===== src/hdl/pph_pkg.sv =====
// Constants for the parallel port handshake block.
// Assumes an AXI4-Lite master with 32-bit data and one 10 MHz clock.
package pph_pkg;
  // ==========================================================================
  // Register indices; the byte address is 4 x index
  localparam int unsigned IDX_A_HS_DATA1  = 32'h0000_0000;
  localparam int unsigned IDX_A_HS_DATA2  = 32'h0000_0001;
  localparam int unsigned IDX_A_PLAIN     = 32'h0000_0002;
  localparam int unsigned IDX_B_PLAIN     = 32'h0000_0003;
  localparam int unsigned IDX_PORTC_DIR   = 32'h0000_0007;
  localparam int unsigned IDX_FUNC_SEL    = 32'h0000_0008;
  localparam int unsigned IDX_CTRL_A      = 32'h0000_0009;
  localparam int unsigned IDX_CTRL_B      = 32'h0000_000A;
  localparam int unsigned IDX_STATUS      = 32'h0000_000B;
  localparam int unsigned IDX_B_HS_DATA1  = 32'h0000_000C;
  localparam int unsigned IDX_B_HS_DATA2  = 32'h0000_000D;
  localparam int unsigned IDX_WARNING     = 32'h0000_000E;
  localparam int unsigned IDX_A_DIR       = 32'h0000_0005;
  localparam logic [7:0]  ADDR_A_HS_DATA1 = 8'(IDX_A_HS_DATA1 * 4);
  localparam logic [7:0]  ADDR_A_HS_DATA2 = 8'(IDX_A_HS_DATA2 * 4);
  localparam logic [7:0]  ADDR_A_PLAIN    = 8'(IDX_A_PLAIN * 4);
  localparam logic [7:0]  ADDR_B_PLAIN    = 8'(IDX_B_PLAIN * 4);
  localparam logic [7:0]  ADDR_A_DIR      = 8'(IDX_A_DIR * 4);
  localparam logic [7:0]  ADDR_PORTC_DIR  = 8'(IDX_PORTC_DIR * 4);
  localparam logic [7:0]  ADDR_FUNC_SEL   = 8'(IDX_FUNC_SEL * 4);
  localparam logic [7:0]  ADDR_CTRL_A     = 8'(IDX_CTRL_A * 4);
  localparam logic [7:0]  ADDR_CTRL_B     = 8'(IDX_CTRL_B * 4);
  localparam logic [7:0]  ADDR_STATUS     = 8'(IDX_STATUS * 4);
  localparam logic [7:0]  ADDR_B_HS_DATA1 = 8'(IDX_B_HS_DATA1 * 4);
  localparam logic [7:0]  ADDR_B_HS_DATA2 = 8'(IDX_B_HS_DATA2 * 4);
  localparam logic [7:0]  ADDR_WARNING    = 8'(IDX_WARNING * 4);
  // ==========================================================================
  // Field positions
  localparam int unsigned HS_A_IN    = 0;  // line index: a_in_hs
  localparam int unsigned HS_A_BIDIR = 1;
  localparam int unsigned HS_B_IN    = 2;
  localparam int unsigned HS_B_BIDIR = 3;
  localparam int unsigned IRQ_FLAG_BIT   = 7;
  localparam int unsigned DIR_A_BIDIR_BIT = 5;
  localparam int unsigned DIR_B_BIDIR_BIT = 7;
  localparam int unsigned FSEL_LSB   = 4;  // func select bits 4..7 map to lines 0..3
  localparam int unsigned LE_BIT     = 2;
  localparam int unsigned OUT_LVL_BIT = 4;
  localparam logic [7:0]  RESET_BYTE = 8'h00;
  localparam logic [1:0]  AXI_OKAY   = 2'b00;
  localparam logic [1:0]  AXI_DECERR = 2'b11;
  typedef enum logic [1:0] {
    PPH_OM_INTERLOCK,
    PPH_OM_PULSE,
    PPH_OM_LOW,
    PPH_OM_HIGH
  } pph_omode_t;
endpackage


===== src/hdl/pph_top.sv =====
// Handshake logic of a 24-line parallel port, registers over AXI4-Lite.
// Assumes one 10 MHz clock; addr_strobe and port pins are asynchronous.
//
// Added by the designer: the register addresses and the AXI4-Lite slave port.
`timescale 1ns/1ns
// Contract
// - Upper port C pins: GPIO or handshake per select
// - Bidir line directions follow port C bits 5,7
// - Active edge on input line sets status
// - Codes 0x falling, 1x rising edge
// - Modes 1,3 set irq flag, assert request
// - Request released when enabled status bits clear
// - Edge on set status sets warning bit
// - Warning clears: data access then warning read
// - Reset clears mode bits, disables handshake
// - Latch enable captures port A on edge
// - Unlatched: reads show live pins, outputs latch
// - Latched: reads show captured pins
// - Further edges only set warning, keep capture
// - Capture released when read clears status
// - Modes 2,3 drive control bit 4 statically
// - Port A line low after data1 read, or data2 read with input status clear
// - Port B line low after data1 write, or data2 write with input status clear
// - Mode 0 returns high on input edge
// - Mode 1 returns high on next strobe step
// - Mode 1 steps on strobe edges A rise, B fall
// - First entry drives default level
// - Output modes only when direction is output
// - Interrupt output low while irq flag set
// - After reset every line is input
module pph_top (
  input  wire logic        clk_i,
  input  wire logic        rst_n_i,
  input  wire logic [7:0]  s_axi_awaddr_i,
  input  wire logic        s_axi_awvalid_i,
  output logic             s_axi_awready_o,
  input  wire logic [31:0] s_axi_wdata_i,
  input  wire logic [3:0]  s_axi_wstrb_i,
  input  wire logic        s_axi_wvalid_i,
  output logic             s_axi_wready_o,
  output logic [1:0]       s_axi_bresp_o,
  output logic             s_axi_bvalid_o,
  input  wire logic        s_axi_bready_i,
  input  wire logic [7:0]  s_axi_araddr_i,
  input  wire logic        s_axi_arvalid_i,
  output logic             s_axi_arready_o,
  output logic [31:0]      s_axi_rdata_o,
  output logic [1:0]       s_axi_rresp_o,
  output logic             s_axi_rvalid_o,
  input  wire logic        s_axi_rready_i,
  input  wire logic        addr_strobe_i,
  input  wire logic [7:0]  porta_pins_i,
  output logic [7:0]       porta_pins_o,
  output logic [7:0]       porta_oe_o,
  input  wire logic [3:0]  hs_pins_i,
  output logic [3:0]       hs_pins_o,
  output logic [3:0]       hs_oe_o,
  output logic             irq_n_o,
  output logic             irq_oe_o
);
  import pph_pkg::*;

  // ==========================================================================
  // Synchronisers: 3 stages, change taken when stages 2 and 3 agree
  logic [5:0] sync1_q, sync2_q, sync3_q, stable_q, stable_prev_q;
  logic [7:0] pa1_q, pa2_q, pa3_q, pa_q;
  wire  [5:0] raw_in = {addr_strobe_i, 1'b0, hs_pins_i};
  always_ff @(posedge clk_i) begin
    if (!rst_n_i) begin
      sync1_q       <= 6'h3F;
      sync2_q       <= 6'h3F;
      sync3_q       <= 6'h3F;
      stable_q      <= 6'h3F;
      stable_prev_q <= 6'h3F;
    end else begin
      sync1_q       <= raw_in;
      sync2_q       <= sync1_q;
      sync3_q       <= sync2_q;
      stable_prev_q <= stable_q;
      for (int i = 0; i < 6; i++) begin
        if (sync2_q[i] == sync3_q[i]) begin
          stable_q[i] <= sync3_q[i];
        end
      end
    end
  end
  always_ff @(posedge clk_i) begin
    pa1_q <= porta_pins_i;
    pa2_q <= pa1_q;
    pa3_q <= pa2_q;
    pa_q  <= (pa3_q & ~(pa2_q ^ pa3_q)) | (pa_q & (pa2_q ^ pa3_q));
  end

  // ==========================================================================
  // Registers
  logic [7:0] func_sel_q, portc_dir_q, ctrl_a_q, ctrl_b_q, a_dir_q;
  logic [7:0] a_out_q, b_out_q, a_capture_q;
  logic [3:0] status_q, warning_q, warn_armed_q;
  logic       irq_flag_q;
  logic [3:0] bidir_lvl_q;  // index 0: port A line, 1: port B line

  wire as_rise = stable_q[5] & ~stable_prev_q[5];
  wire as_fall = ~stable_q[5] & stable_prev_q[5];

  function automatic logic active_edge(input logic cur, input logic prev, input logic [1:0] mode);
    active_edge = mode[1] ? (cur & ~prev) : (~cur & prev);
  endfunction

  // Handshake role: function select on and (for bidir) direction input
  logic [3:0] hs_en, hs_is_in;
  logic [1:0] line_mode [4];
  always_comb begin
    line_mode[HS_A_IN]    = ctrl_a_q[1:0];
    line_mode[HS_A_BIDIR] = {ctrl_a_q[3], ctrl_a_q[4]};  // Bit 4 is the mode LSB: it alone sets the static level
    line_mode[HS_B_IN]    = ctrl_b_q[1:0];
    line_mode[HS_B_BIDIR] = {ctrl_b_q[3], ctrl_b_q[4]};
    hs_en    = func_sel_q[FSEL_LSB +: 4];
    hs_is_in = hs_en & ~{portc_dir_q[DIR_B_BIDIR_BIT], 1'b0, portc_dir_q[DIR_A_BIDIR_BIT], 1'b0};
  end

  logic [3:0] edge_ev;
  always_comb begin
    for (int i = 0; i < 4; i++) begin
      edge_ev[i] = hs_is_in[i] & active_edge(stable_q[i], stable_prev_q[i], line_mode[i]);
    end
  end

  // ==========================================================================
  // AXI4-Lite slave
  logic        aw_hold_q, w_hold_q;
  logic [7:0]  aw_addr_q;
  logic [31:0] w_data_q;
  logic [3:0]  w_strb_q;
  wire do_write = aw_hold_q & w_hold_q & ~s_axi_bvalid_o;
  wire do_read  = s_axi_arvalid_i & s_axi_arready_o;
  wire wr_ok    = do_write & w_strb_q[0];
  wire [7:0] wr_byte = w_data_q[7:0];
  wire [7:0] rd_addr = s_axi_araddr_i;

  function automatic logic mapped(input logic [7:0] a);
    mapped = (a == ADDR_A_HS_DATA1) || (a == ADDR_A_HS_DATA2) || (a == ADDR_A_PLAIN) ||
             (a == ADDR_B_PLAIN) || (a == ADDR_A_DIR) || (a == ADDR_PORTC_DIR) ||
             (a == ADDR_FUNC_SEL) || (a == ADDR_CTRL_A) || (a == ADDR_CTRL_B) ||
             (a == ADDR_STATUS) || (a == ADDR_B_HS_DATA1) || (a == ADDR_B_HS_DATA2) ||
             (a == ADDR_WARNING);
  endfunction

  always_ff @(posedge clk_i) begin
    if (!rst_n_i) begin
      aw_hold_q       <= 1'b0;
      w_hold_q        <= 1'b0;
      aw_addr_q       <= RESET_BYTE;
      w_data_q        <= '0;
      w_strb_q        <= '0;
      s_axi_awready_o <= 1'b1;
      s_axi_wready_o  <= 1'b1;
      s_axi_bvalid_o  <= 1'b0;
      s_axi_bresp_o   <= AXI_OKAY;
    end else begin
      if (s_axi_awvalid_i && s_axi_awready_o) begin
        aw_hold_q       <= 1'b1;
        aw_addr_q       <= s_axi_awaddr_i;
        s_axi_awready_o <= 1'b0;
      end
      if (s_axi_wvalid_i && s_axi_wready_o) begin
        w_hold_q       <= 1'b1;
        w_data_q       <= s_axi_wdata_i;
        w_strb_q       <= s_axi_wstrb_i;
        s_axi_wready_o <= 1'b0;
      end
      if (do_write) begin
        s_axi_bvalid_o <= 1'b1;
        s_axi_bresp_o  <= mapped(aw_addr_q) ? AXI_OKAY : AXI_DECERR;
        aw_hold_q      <= 1'b0;
        w_hold_q       <= 1'b0;
      end
      if (s_axi_bvalid_o && s_axi_bready_i) begin
        s_axi_bvalid_o  <= 1'b0;
        s_axi_awready_o <= 1'b1;
        s_axi_wready_o  <= 1'b1;
      end
    end
  end

  // Port A read value: captured pins while latched, else live
  wire       a_latched = ctrl_a_q[LE_BIT] & status_q[HS_A_IN];
  wire [7:0] a_in_val  = a_latched ? a_capture_q : pa_q;
  wire [7:0] a_read    = (a_dir_q & a_out_q) | (~a_dir_q & a_in_val);
  logic [7:0] rd_byte;
  always_comb begin
    if (rd_addr == ADDR_A_HS_DATA1 || rd_addr == ADDR_A_HS_DATA2 || rd_addr == ADDR_A_PLAIN) begin
      rd_byte = a_read;
    end else if (rd_addr == ADDR_B_PLAIN || rd_addr == ADDR_B_HS_DATA1 || rd_addr == ADDR_B_HS_DATA2) begin
      rd_byte = b_out_q;
    end else if (rd_addr == ADDR_A_DIR) begin
      rd_byte = a_dir_q;
    end else if (rd_addr == ADDR_PORTC_DIR) begin
      rd_byte = portc_dir_q;
    end else if (rd_addr == ADDR_FUNC_SEL) begin
      rd_byte = func_sel_q;
    end else if (rd_addr == ADDR_CTRL_A) begin
      rd_byte = ctrl_a_q;
    end else if (rd_addr == ADDR_CTRL_B) begin
      rd_byte = ctrl_b_q;
    end else if (rd_addr == ADDR_STATUS) begin
      rd_byte = {irq_flag_q, 3'b000, status_q};
    end else if (rd_addr == ADDR_WARNING) begin
      rd_byte = {4'h0, warning_q};
    end else begin
      rd_byte = RESET_BYTE;
    end
  end

  always_ff @(posedge clk_i) begin
    if (!rst_n_i) begin
      s_axi_arready_o <= 1'b1;
      s_axi_rvalid_o  <= 1'b0;
      s_axi_rdata_o   <= '0;
      s_axi_rresp_o   <= AXI_OKAY;
    end else if (do_read) begin
      s_axi_arready_o <= 1'b0;
      s_axi_rvalid_o  <= 1'b1;
      s_axi_rdata_o   <= {24'h00_0000, rd_byte};
      s_axi_rresp_o   <= mapped(rd_addr) ? AXI_OKAY : AXI_DECERR;
    end else if (s_axi_rvalid_o && s_axi_rready_i) begin
      s_axi_rvalid_o  <= 1'b0;
      s_axi_arready_o <= 1'b1;
    end
  end

  // Access events that clear status or warning
  wire rd_a1 = do_read & (rd_addr == ADDR_A_HS_DATA1);
  wire rd_a2 = do_read & (rd_addr == ADDR_A_HS_DATA2);
  wire wr_b1 = wr_ok & (aw_addr_q == ADDR_B_HS_DATA1);
  wire wr_b2 = wr_ok & (aw_addr_q == ADDR_B_HS_DATA2);
  wire rd_warn = do_read & (rd_addr == ADDR_WARNING);
  wire [3:0] clr_stat = {wr_b2, wr_b1, rd_a2, rd_a1};

  // ==========================================================================
  // Configuration registers
  always_ff @(posedge clk_i) begin
    if (!rst_n_i) begin
      func_sel_q  <= RESET_BYTE;
      portc_dir_q <= RESET_BYTE;
      ctrl_a_q    <= RESET_BYTE;
      ctrl_b_q    <= RESET_BYTE;
      a_dir_q     <= RESET_BYTE;
    end else if (wr_ok) begin
      if (aw_addr_q == ADDR_FUNC_SEL) begin
        func_sel_q <= wr_byte;
      end else if (aw_addr_q == ADDR_PORTC_DIR) begin
        portc_dir_q <= wr_byte;
      end else if (aw_addr_q == ADDR_CTRL_A) begin
        ctrl_a_q <= {3'b000, wr_byte[4:0]};
      end else if (aw_addr_q == ADDR_CTRL_B) begin
        ctrl_b_q <= {3'b000, wr_byte[4:3], 1'b0, wr_byte[1:0]};
      end else if (aw_addr_q == ADDR_A_DIR) begin
        a_dir_q <= wr_byte;
      end
    end
  end

  // Data latches keep contents across reset
  always_ff @(posedge clk_i) begin
    if (wr_ok && aw_addr_q == ADDR_A_PLAIN) begin
      a_out_q <= wr_byte;
    end
    if (wr_ok && (aw_addr_q == ADDR_B_PLAIN || aw_addr_q == ADDR_B_HS_DATA1)) begin
      b_out_q <= wr_byte;
    end
    if (edge_ev[HS_A_IN] && ctrl_a_q[LE_BIT] && (!status_q[HS_A_IN] || clr_stat[HS_A_IN])) begin
      a_capture_q <= pa_q;
    end
  end

  // ==========================================================================
  // Status, warning, irq flag; set wins over clear
  wire [3:0] irq_en = {line_mode[HS_B_BIDIR][0], line_mode[HS_B_IN][0],
                       line_mode[HS_A_BIDIR][0], line_mode[HS_A_IN][0]} & hs_is_in;
  wire [3:0] status_d = (status_q & ~clr_stat) | edge_ev;
  always_ff @(posedge clk_i) begin
    if (!rst_n_i) begin
      status_q     <= '0;
      warning_q    <= '0;
      warn_armed_q <= '0;
      irq_flag_q   <= 1'b0;
      irq_n_o      <= 1'b1;
      irq_oe_o     <= 1'b0;
    end else begin
      status_q <= status_d;
      for (int i = 0; i < 4; i++) begin
        if (edge_ev[i] && status_q[i]) begin
          warning_q[i]    <= 1'b1;
          warn_armed_q[i] <= 1'b0;
        end else if (rd_warn && warn_armed_q[i]) begin
          warning_q[i]    <= 1'b0;
          warn_armed_q[i] <= 1'b0;
        end else if (clr_stat[i]) begin
          warn_armed_q[i] <= 1'b1;
        end
      end
      irq_flag_q <= |(status_d & irq_en);
      irq_n_o    <= ~(|(status_d & irq_en));
      irq_oe_o   <= |(status_d & irq_en);
    end
  end

  // ==========================================================================
  // Bidirectional handshake outputs
  logic [1:0] pend_low_q;  // mode 1: strobe step pending
  wire [1:0] trig_low = {wr_b1 | (wr_b2 & ~status_q[HS_B_IN]),
                         rd_a1 | (rd_a2 & ~status_q[HS_A_IN])};
  wire [1:0] step_as  = {as_fall, as_rise};
  always_ff @(posedge clk_i) begin
    if (!rst_n_i) begin
      bidir_lvl_q <= 4'hF;
      pend_low_q  <= '0;
    end else begin
      for (int p = 0; p < 2; p++) begin
        case (pph_omode_t'(line_mode[2*p+1]))
          PPH_OM_INTERLOCK: begin
            pend_low_q[p] <= 1'b0;
            if (trig_low[p]) begin
              bidir_lvl_q[p] <= 1'b0;
            end else if (hs_en[2*p] && active_edge(stable_q[2*p], stable_prev_q[2*p], line_mode[2*p])) begin
              bidir_lvl_q[p] <= 1'b1;
            end
          end
          PPH_OM_PULSE: begin
            if (trig_low[p]) begin
              pend_low_q[p] <= 1'b1;
            end
            if (step_as[p]) begin
              if (!bidir_lvl_q[p]) begin
                bidir_lvl_q[p] <= 1'b1;
              end else if (pend_low_q[p]) begin
                bidir_lvl_q[p] <= 1'b0;
                pend_low_q[p]  <= 1'b0;
              end
            end
          end
          default: begin
            pend_low_q[p]  <= 1'b0;
            bidir_lvl_q[p] <= (2*p+1 == HS_A_BIDIR) ? ctrl_a_q[OUT_LVL_BIT] : ctrl_b_q[OUT_LVL_BIT];
          end
        endcase
      end
    end
  end

  // Pins: handshake lines drive only bidir lines set to output
  always_ff @(posedge clk_i) begin
    if (!rst_n_i) begin
      hs_pins_o    <= '0;
      hs_oe_o      <= '0;
      porta_pins_o <= '0;
      porta_oe_o   <= '0;
    end else begin
      hs_pins_o    <= {bidir_lvl_q[1], 1'b0, bidir_lvl_q[0], 1'b0};
      hs_oe_o      <= {hs_en[HS_B_BIDIR] & portc_dir_q[DIR_B_BIDIR_BIT], 1'b0,
                       hs_en[HS_A_BIDIR] & portc_dir_q[DIR_A_BIDIR_BIT], 1'b0};
      porta_pins_o <= a_out_q;
      porta_oe_o   <= a_dir_q;
    end
  end

  // ==========================================================================
  // Assertions
  AST_IRQ_FOLLOWS_FLAG: assert property (@(posedge clk_i) disable iff (!rst_n_i)
    irq_n_o == !irq_flag_q) else $error("irq pin disagrees with flag");
  AST_STATUS_SET: assert property (@(posedge clk_i) disable iff (!rst_n_i)
    edge_ev[HS_A_IN] |=> status_q[HS_A_IN]) else $error("status not set on edge");
  AST_WARN_SET: assert property (@(posedge clk_i) disable iff (!rst_n_i)
    edge_ev[HS_B_IN] && status_q[HS_B_IN] |=> warning_q[HS_B_IN]) else $error("warning missed");
  AST_CAPTURE_HOLD: assert property (@(posedge clk_i) disable iff (!rst_n_i)
    status_q[HS_A_IN] && $past(status_q[HS_A_IN]) && !$past(clr_stat[HS_A_IN]) |-> $stable(a_capture_q))
    else $error("capture overwritten");
  AST_A_LOW_AFTER_READ: assert property (@(posedge clk_i) disable iff (!rst_n_i)
    rd_a1 && ctrl_a_q[4:3] == 2'b00 |=> !bidir_lvl_q[0]) else $error("A line not low after read");
  AST_B_LOW_AFTER_WRITE: assert property (@(posedge clk_i) disable iff (!rst_n_i)
    wr_b1 && ctrl_b_q[4:3] == 2'b00 |=> !bidir_lvl_q[1]) else $error("B line not low after write");
  AST_STATIC_LEVEL: assert property (@(posedge clk_i) disable iff (!rst_n_i)
    ctrl_a_q[3] && $past(ctrl_a_q[3]) && $stable(ctrl_a_q[4]) && $past(rst_n_i) |-> bidir_lvl_q[0] == ctrl_a_q[4])
    else $error("static level wrong");
  AST_NO_IRQ_MODE0: assert property (@(posedge clk_i) disable iff (!rst_n_i)
    (irq_en == 4'h0) ##1 (irq_en == 4'h0) |-> irq_n_o) else $error("irq without enable");
  AST_PULSE_RETURNS: assert property (@(posedge clk_i) disable iff (!rst_n_i)
    ctrl_a_q[4:3] == 2'b10 && !bidir_lvl_q[0] && as_rise |=> bidir_lvl_q[0])
    else $error("pulse did not return high");
  AST_RESET_INPUTS: assert property (@(posedge clk_i)
    rst_n_i && !$past(rst_n_i) |-> hs_oe_o == 4'h0 && porta_oe_o == 8'h00) else $error("line driven after reset");
  COV_IRQ: cover property (@(posedge clk_i) disable iff (!rst_n_i) $fell(irq_n_o));
  COV_WARN: cover property (@(posedge clk_i) disable iff (!rst_n_i) $rose(warning_q[HS_A_IN]));
  COV_CAPTURE: cover property (@(posedge clk_i) disable iff (!rst_n_i) a_latched && rd_a1);
endmodule


===== config.mk =====
export PLATFORM = sky130hd
export DESIGN_NAME = pph_top
export DESIGN_NICKNAME = d
export VERILOG_FILES = /design/src/hdl/pph_pkg.sv /design/src/hdl/pph_top.sv
export SDC_FILE = /design/constraint.sdc
export NUM_CORES = 1
export LEC_CHECK = 0
export ABC_AREA = 1
export BUFFER_PORTS_ARGS = -buffer_cell sky130_fd_sc_hd__buf_2
export CORE_ASPECT_RATIO = 2
export CORE_MARGIN = 3
export CORE_UTILIZATION = 55
export CTS_CLUSTER_SIZE = 25
export DETAILED_ROUTE_END_ITERATION = 8
export GPL_TIMING_DRIVEN = 0
export PLACE_DENSITY = 0.76
export SLEW_MARGIN = 10
export SYNTH_ARGS = -nofsm -noshare
export SYNTH_HDL_FRONTEND = slang
export SYNTH_SLANG_ARGS = --single-unit

===== constraint.sdc =====
create_clock -name clk_i -period 2.02 [get_ports clk_i]
set_input_delay 0.404 -clock clk_i [delete_from_list [all_inputs] [get_ports clk_i]]
set_output_delay 0.404 -clock clk_i [all_outputs]
set_load 0.005 [all_outputs]

# Yosys cells after proc, flatten, opt, wreduce, memory -nomap -nowiden
# Cells that the tools add are included.
[word_totals]
wordCells = 279
out_inout_bits = 67
reg_bits = 197
[classes]
n_eq_ne = 36
reduce_logical = 72
mux = 49
bitwise = 65
[ops]
columns = ["cell", "n"]
rows = [
  ["equality test 8 x 6 -> 1 bit (second input constant)", 14],
  ["two-way mux 8 bit", 9],
  ["two-way mux 1 bit", 34],
  ["bitwise AND 8 bit", 4],
  ["equality test 8 x 4 -> 1 bit (second input constant)", 4],
  ["equality test 8 x 5 -> 1 bit (second input constant)", 4],
  ["bitwise AND 1 bit", 28],
  ["logical OR 1 bit", 28],
  ["inverter 1 bit", 19],
  ["logical AND 1 bit", 18],
  ["bitwise AND 4 bit", 4],
  ["equality test 8 x 3 -> 1 bit (second input constant)", 2],
  ["logical NOT 8 bit", 2],
  ["inverter 8 bit", 2],
  ["OR 8 bit", 2],
  ["OR reduction 3 bit", 4],
  ["AND reduction 2 bit", 5],
  ["nonzero test 2 bit", 5],
  ["inverter 4 bit", 2],
  ["XOR 8 bit", 1],
  ["equality test 1 bit", 6],
  ["inequality test 3 bit (second input constant)", 2],
  ["AND reduction 6 bit", 1],
  ["two-way mux 5 bit", 1],
  ["other kinds (14)", 21],
]

# Logic depth before layout (Yosys ltp)
[depth]
ltp_word = 14
mapped_depth = 11
mapped_depth_nobuf = 11

# Worst setup path before layout
# Ideal clock, no wire load.
[synth_timing]
kind = "input -> register"
startpoint = "input port s_axi_araddr_i[7]"
endpoint = "register a_capture_q[0] (enable)"
cell_stages = 6
arrival_ps = 1498
setup_slack_ps = 152
path_buffers = 0
required_ps = 1650
cell_sequence = "nor2_1 -> nand3_1 -> nor3_2 -> or2_1 -> nand2_1 -> nor2_1"
[synth_between]
elab_chain_cells = 4
[synth_rtl]
columns = ["item", "line_no", "source"]
rows = [
  ["from (decl)", "pph_top.sv:44", "input wire logic [7:0] s_axi_araddr_i,"],
  ["logical NOT 8 bit", "pph_top.sv:232", "wire rd_a1 = do_read & (rd_addr == ADDR_A_HS_DATA1);"],
  ["bitwise AND 1 bit", "pph_top.sv:232", ""],
  ["logical OR 1 bit", "pph_top.sv:271", "if (edge_ev[HS_A_IN] && ctrl_a_q[LE_BIT] && (!status_q[HS_A_IN] || clr_stat[HS_A_IN])) begin"],
  ["logical AND 1 bit", "pph_top.sv:271", ""],
  ["to (signal assigned)", "pph_top.sv:272", "a_capture_q <= pa_q;"],
  ["to (decl)", "pph_top.sv:97", "logic [7:0] a_out_q, b_out_q, a_capture_q;"],
]
# No other way between the ends.
# A chain may end at the register's enable or synchronous reset.

# Final worst setup path
[layout_timing]
startpoint = "register aw_addr_q[7]"
endpoint = "register b_out_q[1] (enable)"
[layout_between]
elab_chain_cells = 3
[layout_rtl]
columns = ["item", "line_no", "source"]
rows = [
  ["from (decl)", "pph_top.sv:131", "logic [7:0] aw_addr_q;"],
  ["from (signal assigned)", "pph_top.sv:162", "aw_addr_q <= s_axi_awaddr_i;"],
  ["equality test 8 x 4 -> 1 bit or equality test 8 x 6 -> 1 bit (tied branches)", "pph_top.sv:268", "if (wr_ok && (aw_addr_q == ADDR_B_PLAIN || aw_addr_q == ADDR_B_HS_DATA1)) begin"],
  ["logical OR 1 bit *", "pph_top.sv:268", ""],
  ["logical AND 1 bit *", "pph_top.sv:268", ""],
  ["to (signal assigned)", "pph_top.sv:269", "b_out_q <= wr_byte;"],
  ["to (decl)", "pph_top.sv:97", ""],
]
# Every way passes the cells marked *; elsewhere a longest branch is shown, timed or not.

==> results by group <==
Global routing
  • Gr ovfl total: 0
  • Global-route wire length before repair: 27.68 mm
  • Largest net degree at the start of global routing: 23
  • Vias in the first global route: 5784
  • Overall Global Routing Usage: 24.93%
  • Antenna violations before repair: 0

STA
  • Final Hold Viols: 0
  • Worst-margin pin slew: 0.8237 ns
  • Fmax: 529.0 MHz
  • Period minus WS final: 1.890 ns
  • Tcrit/Tclk final: 93.58%
  • Final Max Tran Viols: 0
  • RSZ-0062 raised after global routing: no
  • Final setup fails: 0
  • Rel. slew slack: 45.08%
  • Fin Clk Skew: 0.01251 ns
  • Final worst setup slack: 0.1298 ns

Worst setup path
  • CP max FO: 8
  • CP Cell Sequence: inv_2 > nand2_1 > nor2_1 > nand2_1 > o32ai_2
  • Setup Crit Path Kind: register to register
  • Worst endpoint required time: 2.08 ns
  • Slowest cell on the critical path: o32ai_2
  • CP bufs+invs: 1
  • Setup crit end kind: register
  • Critical path arrival: 1.95 ns
  • Max incr delay on CP: 0.72 ns
  • Critical Path Source Type: register
  • Most frequent CP cell: nand2_1
  • Crit-path leading delay family: compound AO/OA/AOI/OAI gates

Hold path
  • Hold crit path type: input port to register

Clocking
  • Sink Count: 186
  • Setup bufs post-CTS: 0
  • CTS clk-pin slew, worst paths: 0.09 ns
  • CTS Buf Count: 17
  • CTS tree: built
  • Worst skew pair latency: 0.44 ns
  • Hold Buf Count CTS: 0
  • Max clock buf depth: 2
  • H-Tree Depth: 4
  • Root Buffer: clkbuf_16

Synthesis
  • Mapped Cells: 831
  • Seq cells post-synth: 186
  • Post-Synth Adder-Cell Area: 0%
  • Mapped Area: 7158 µm²
  • Post-Synth XOR/XNOR Area: 0.9788%
  • Simple-Gate Fraction of Synth Area: 20.28%
  • Largest family of logic cells by synthesized area: simple AND/OR/NAND/NOR gates
  • Synth Area per Inst: 8.614 µm²
  • Synth Area in Compound Gates: 12.57%
  • Distinct cells, synth: 43
  • Mux cell area share after synthesis: 0%
  • Yosys warnings: 0
  • Seq/Total Area, Yosys: 56.49%

Power and ir drop
  • Clock share of power: 43.8%
  • Logic pwr share: 5.7%
  • Static leakage: 3.738 nW
  • Psw: 2.068 mW
  • Cell-internal power: 5.789 mW
  • Max VDD drop: 0.0006912 V
  • Part of the power in registers: 50.5%
  • Net Sw Frac: 26.32%
  • Pwr Density: 923.4 nW/µm²

Floorplan
  • Core outline area: 12630 µm²
  • # IOs: 139
  • Chip Height: 167.3 µm
  • Die area: 14500 µm²
  • Die W: 86.67 µm
  • Starting Density: 56.69%
  • Std-Cell Rows: 58

Layout
  • Share of post-route cells with drive strength above 1: 20.97%
  • Fillers: 1073
  • Final design utilization: 67.39%
  • FF/Latch Area: 4044 µm²
  • Antenna fix cells: 0
  • Multi-input logic area: 2544 µm²
  • Layout area overhead: 18.88%
  • Nets: 1032

Drt
  • DRT iter0 DRCs: 295
  • Mean routed wirelength per cell: 15.58 µm
  • Detailed-route via count: 5908
  • WL final: 17.50 mm
  • Vias per cell: 5.261
  • DRT antenna net count: 0
  • DR DRC count: 0
  • DRT Pass-1 Iters: 7

Placed design
  • IO buf count: 83
  • Routability cong.: 0.9125
  • Post-DP HPWL: 13.05 mm
  • Setup slack at placement: -0.4853 ns

Status
  • Status: finished clean

Job
  • Max Cap Viol: 0
metrics by stage:
stage | area (µm²) | power [mW] | std cells | hold WS, ns | setup TNS (ns)
after floorplan | 7259 | 4.316 | 858 | 0.3096 | 0
after global placement | 7863 | 4.479 | 1091 | 0.3100 | -5.379
after detailed placement | 7870 | 4.492 | 1091 | 0.3121 | -3.952
after CTS | 8502 | 7.887 | 1123 | 0.05124 | 0
after global routing | 8509 | 8.110 | 1123 | 0.04144 | 0
final | 8509 | 7.858 | 1123 | 0.05492 | 0
power by group through the flow:
stage	combinational, mW	clock (mW)	sequential (mW)
after floorplan	0.291	0	4.02
after global placement	0.434	0	4.05
after detailed placement	0.442	0	4.05
after CTS	0.447	3.48	3.97
after global routing	0.504	3.63	3.98
final	0.450	3.44	3.97
synthesized netlist by cell type, drive strengths merged:
cell type | instances | area share (%)
dfxtp | 154 | 43
nand2 | 139 | 7.3
inv | 100 | 5.2
nor2 | 86 | 4.8
a21oi | 80 | 5.7
o21ai | 69 | 4.8
nand3 | 41 | 3.3
buf | 35 | 3.6
edfxtp | 32 | 13
or2 | 21 | 1.9
nor3 | 17 | 1.5
clkbuf | 15 | 0.79
nand4 | 9 | 1.0
xnor2 | 8 | 0.98
a211oi | 6 | 0.63
a31oi | 3 | 0.26
o22ai | 3 | 0.26
nor4 | 2 | 0.38
o211ai | 2 | 0.21
o31ai | 2 | 0.21
a21boi | 1 | 0.10
a221oi | 1 | 0.12
conb | 1 | 0.052
nand3b | 1 | 0.10
nor3b | 1 | 0.10
o2111ai | 1 | 0.12
o32ai | 1 | 0.12
final cells by class:
type / count / share of cell area [%]
repair buffers: 83 / 4.882
multi-input cells: 522 / 29.89
well taps: 150 / 2.206
clock buffers: 17 / 4.999
inverters: 100 / 4.411
plain buffers: 50 / 3.691
flip-flops and latches: 186 / 47.52
clock inverters: 15 / 2.397
state kept, by name, summed over array words and instances (netlist names), 5 cells and up, named ones only:
| name | flops |
|---|---|
| aw_addr_q | 8 |
| s_axi_rdata_o | 8 |
| pa3_q | 8 |
| pa2_q | 8 |
| a_out_q | 8 |
| func_sel_q | 8 |
| b_out_q | 8 |
| stable_q | 5 |
| pa1_q | 8 |
| sync2_q | 5 |
| sync1_q | 5 |
| porta_oe_o | 8 |
| sync3_q | 5 |
| porta_pins_o | 8 |
| ctrl_a_q | 5 |
| portc_dir_q | 8 |
| w_data_q | 8 |
| a_capture_q | 8 |
| stable_prev_q | 5 |
| a_dir_q | 8 |
placed cells by master, fill, tap and decap left out, types with 18 or more instances in the layout:
cell type	n
buf_2	85
buf_4	31
dfxtp_1	154
nand2_1	139
inv_1	83
conb_1	28
a21oi_1	78
nand3_1	37
nor2_1	80
or2_2	18
o21ai_0	51
edfxtp_1	32
o21ai_1	18
path summary, 6_finish.rpt:
kind                            slack [ns]            start          to  depth (start not counted)
worst max-delay path                  0.13     aw_addr_q[7]  b_out_q[1]                          5
worst min-delay path                  0.05  porta_pins_i[6]    pa1_q[6]                          1
worst max register to register        0.13     aw_addr_q[7]  b_out_q[1]                          5
worst min register to register        0.32         pa1_q[5]    pa2_q[5]                          0
metal layers:
layer	up-vias	routed length, µm	part of all wire (%)	global-route usage (%)
met5	-	0	0	0
met4	0	850	4.9	13.57
met3	59	812	4.6	4.776
met2	200	9522	54	45.43
met1	2715	6316	36	25.92
li1	2934	-	-	-
cells by family (layout without fill, tap and decap cells):
group / after synthesis / after routing
flip-flops: 186 / 186
other: 1 / 28
AND/OR/NAND/NOR: 317 / 317
AO/OA/AOI/OAI: 169 / 169
buffers and inverters: 150 / 265
XOR/XNOR: 8 / 8
what timing repair did:
action | 4_1_cts | 5_1_grt
resized for setup | 1 | 2
gates cloned | 0 | 0
endpoints found under the setup margin | 8 | 10
Note: power is estimated with default switching activity, not from simulation.
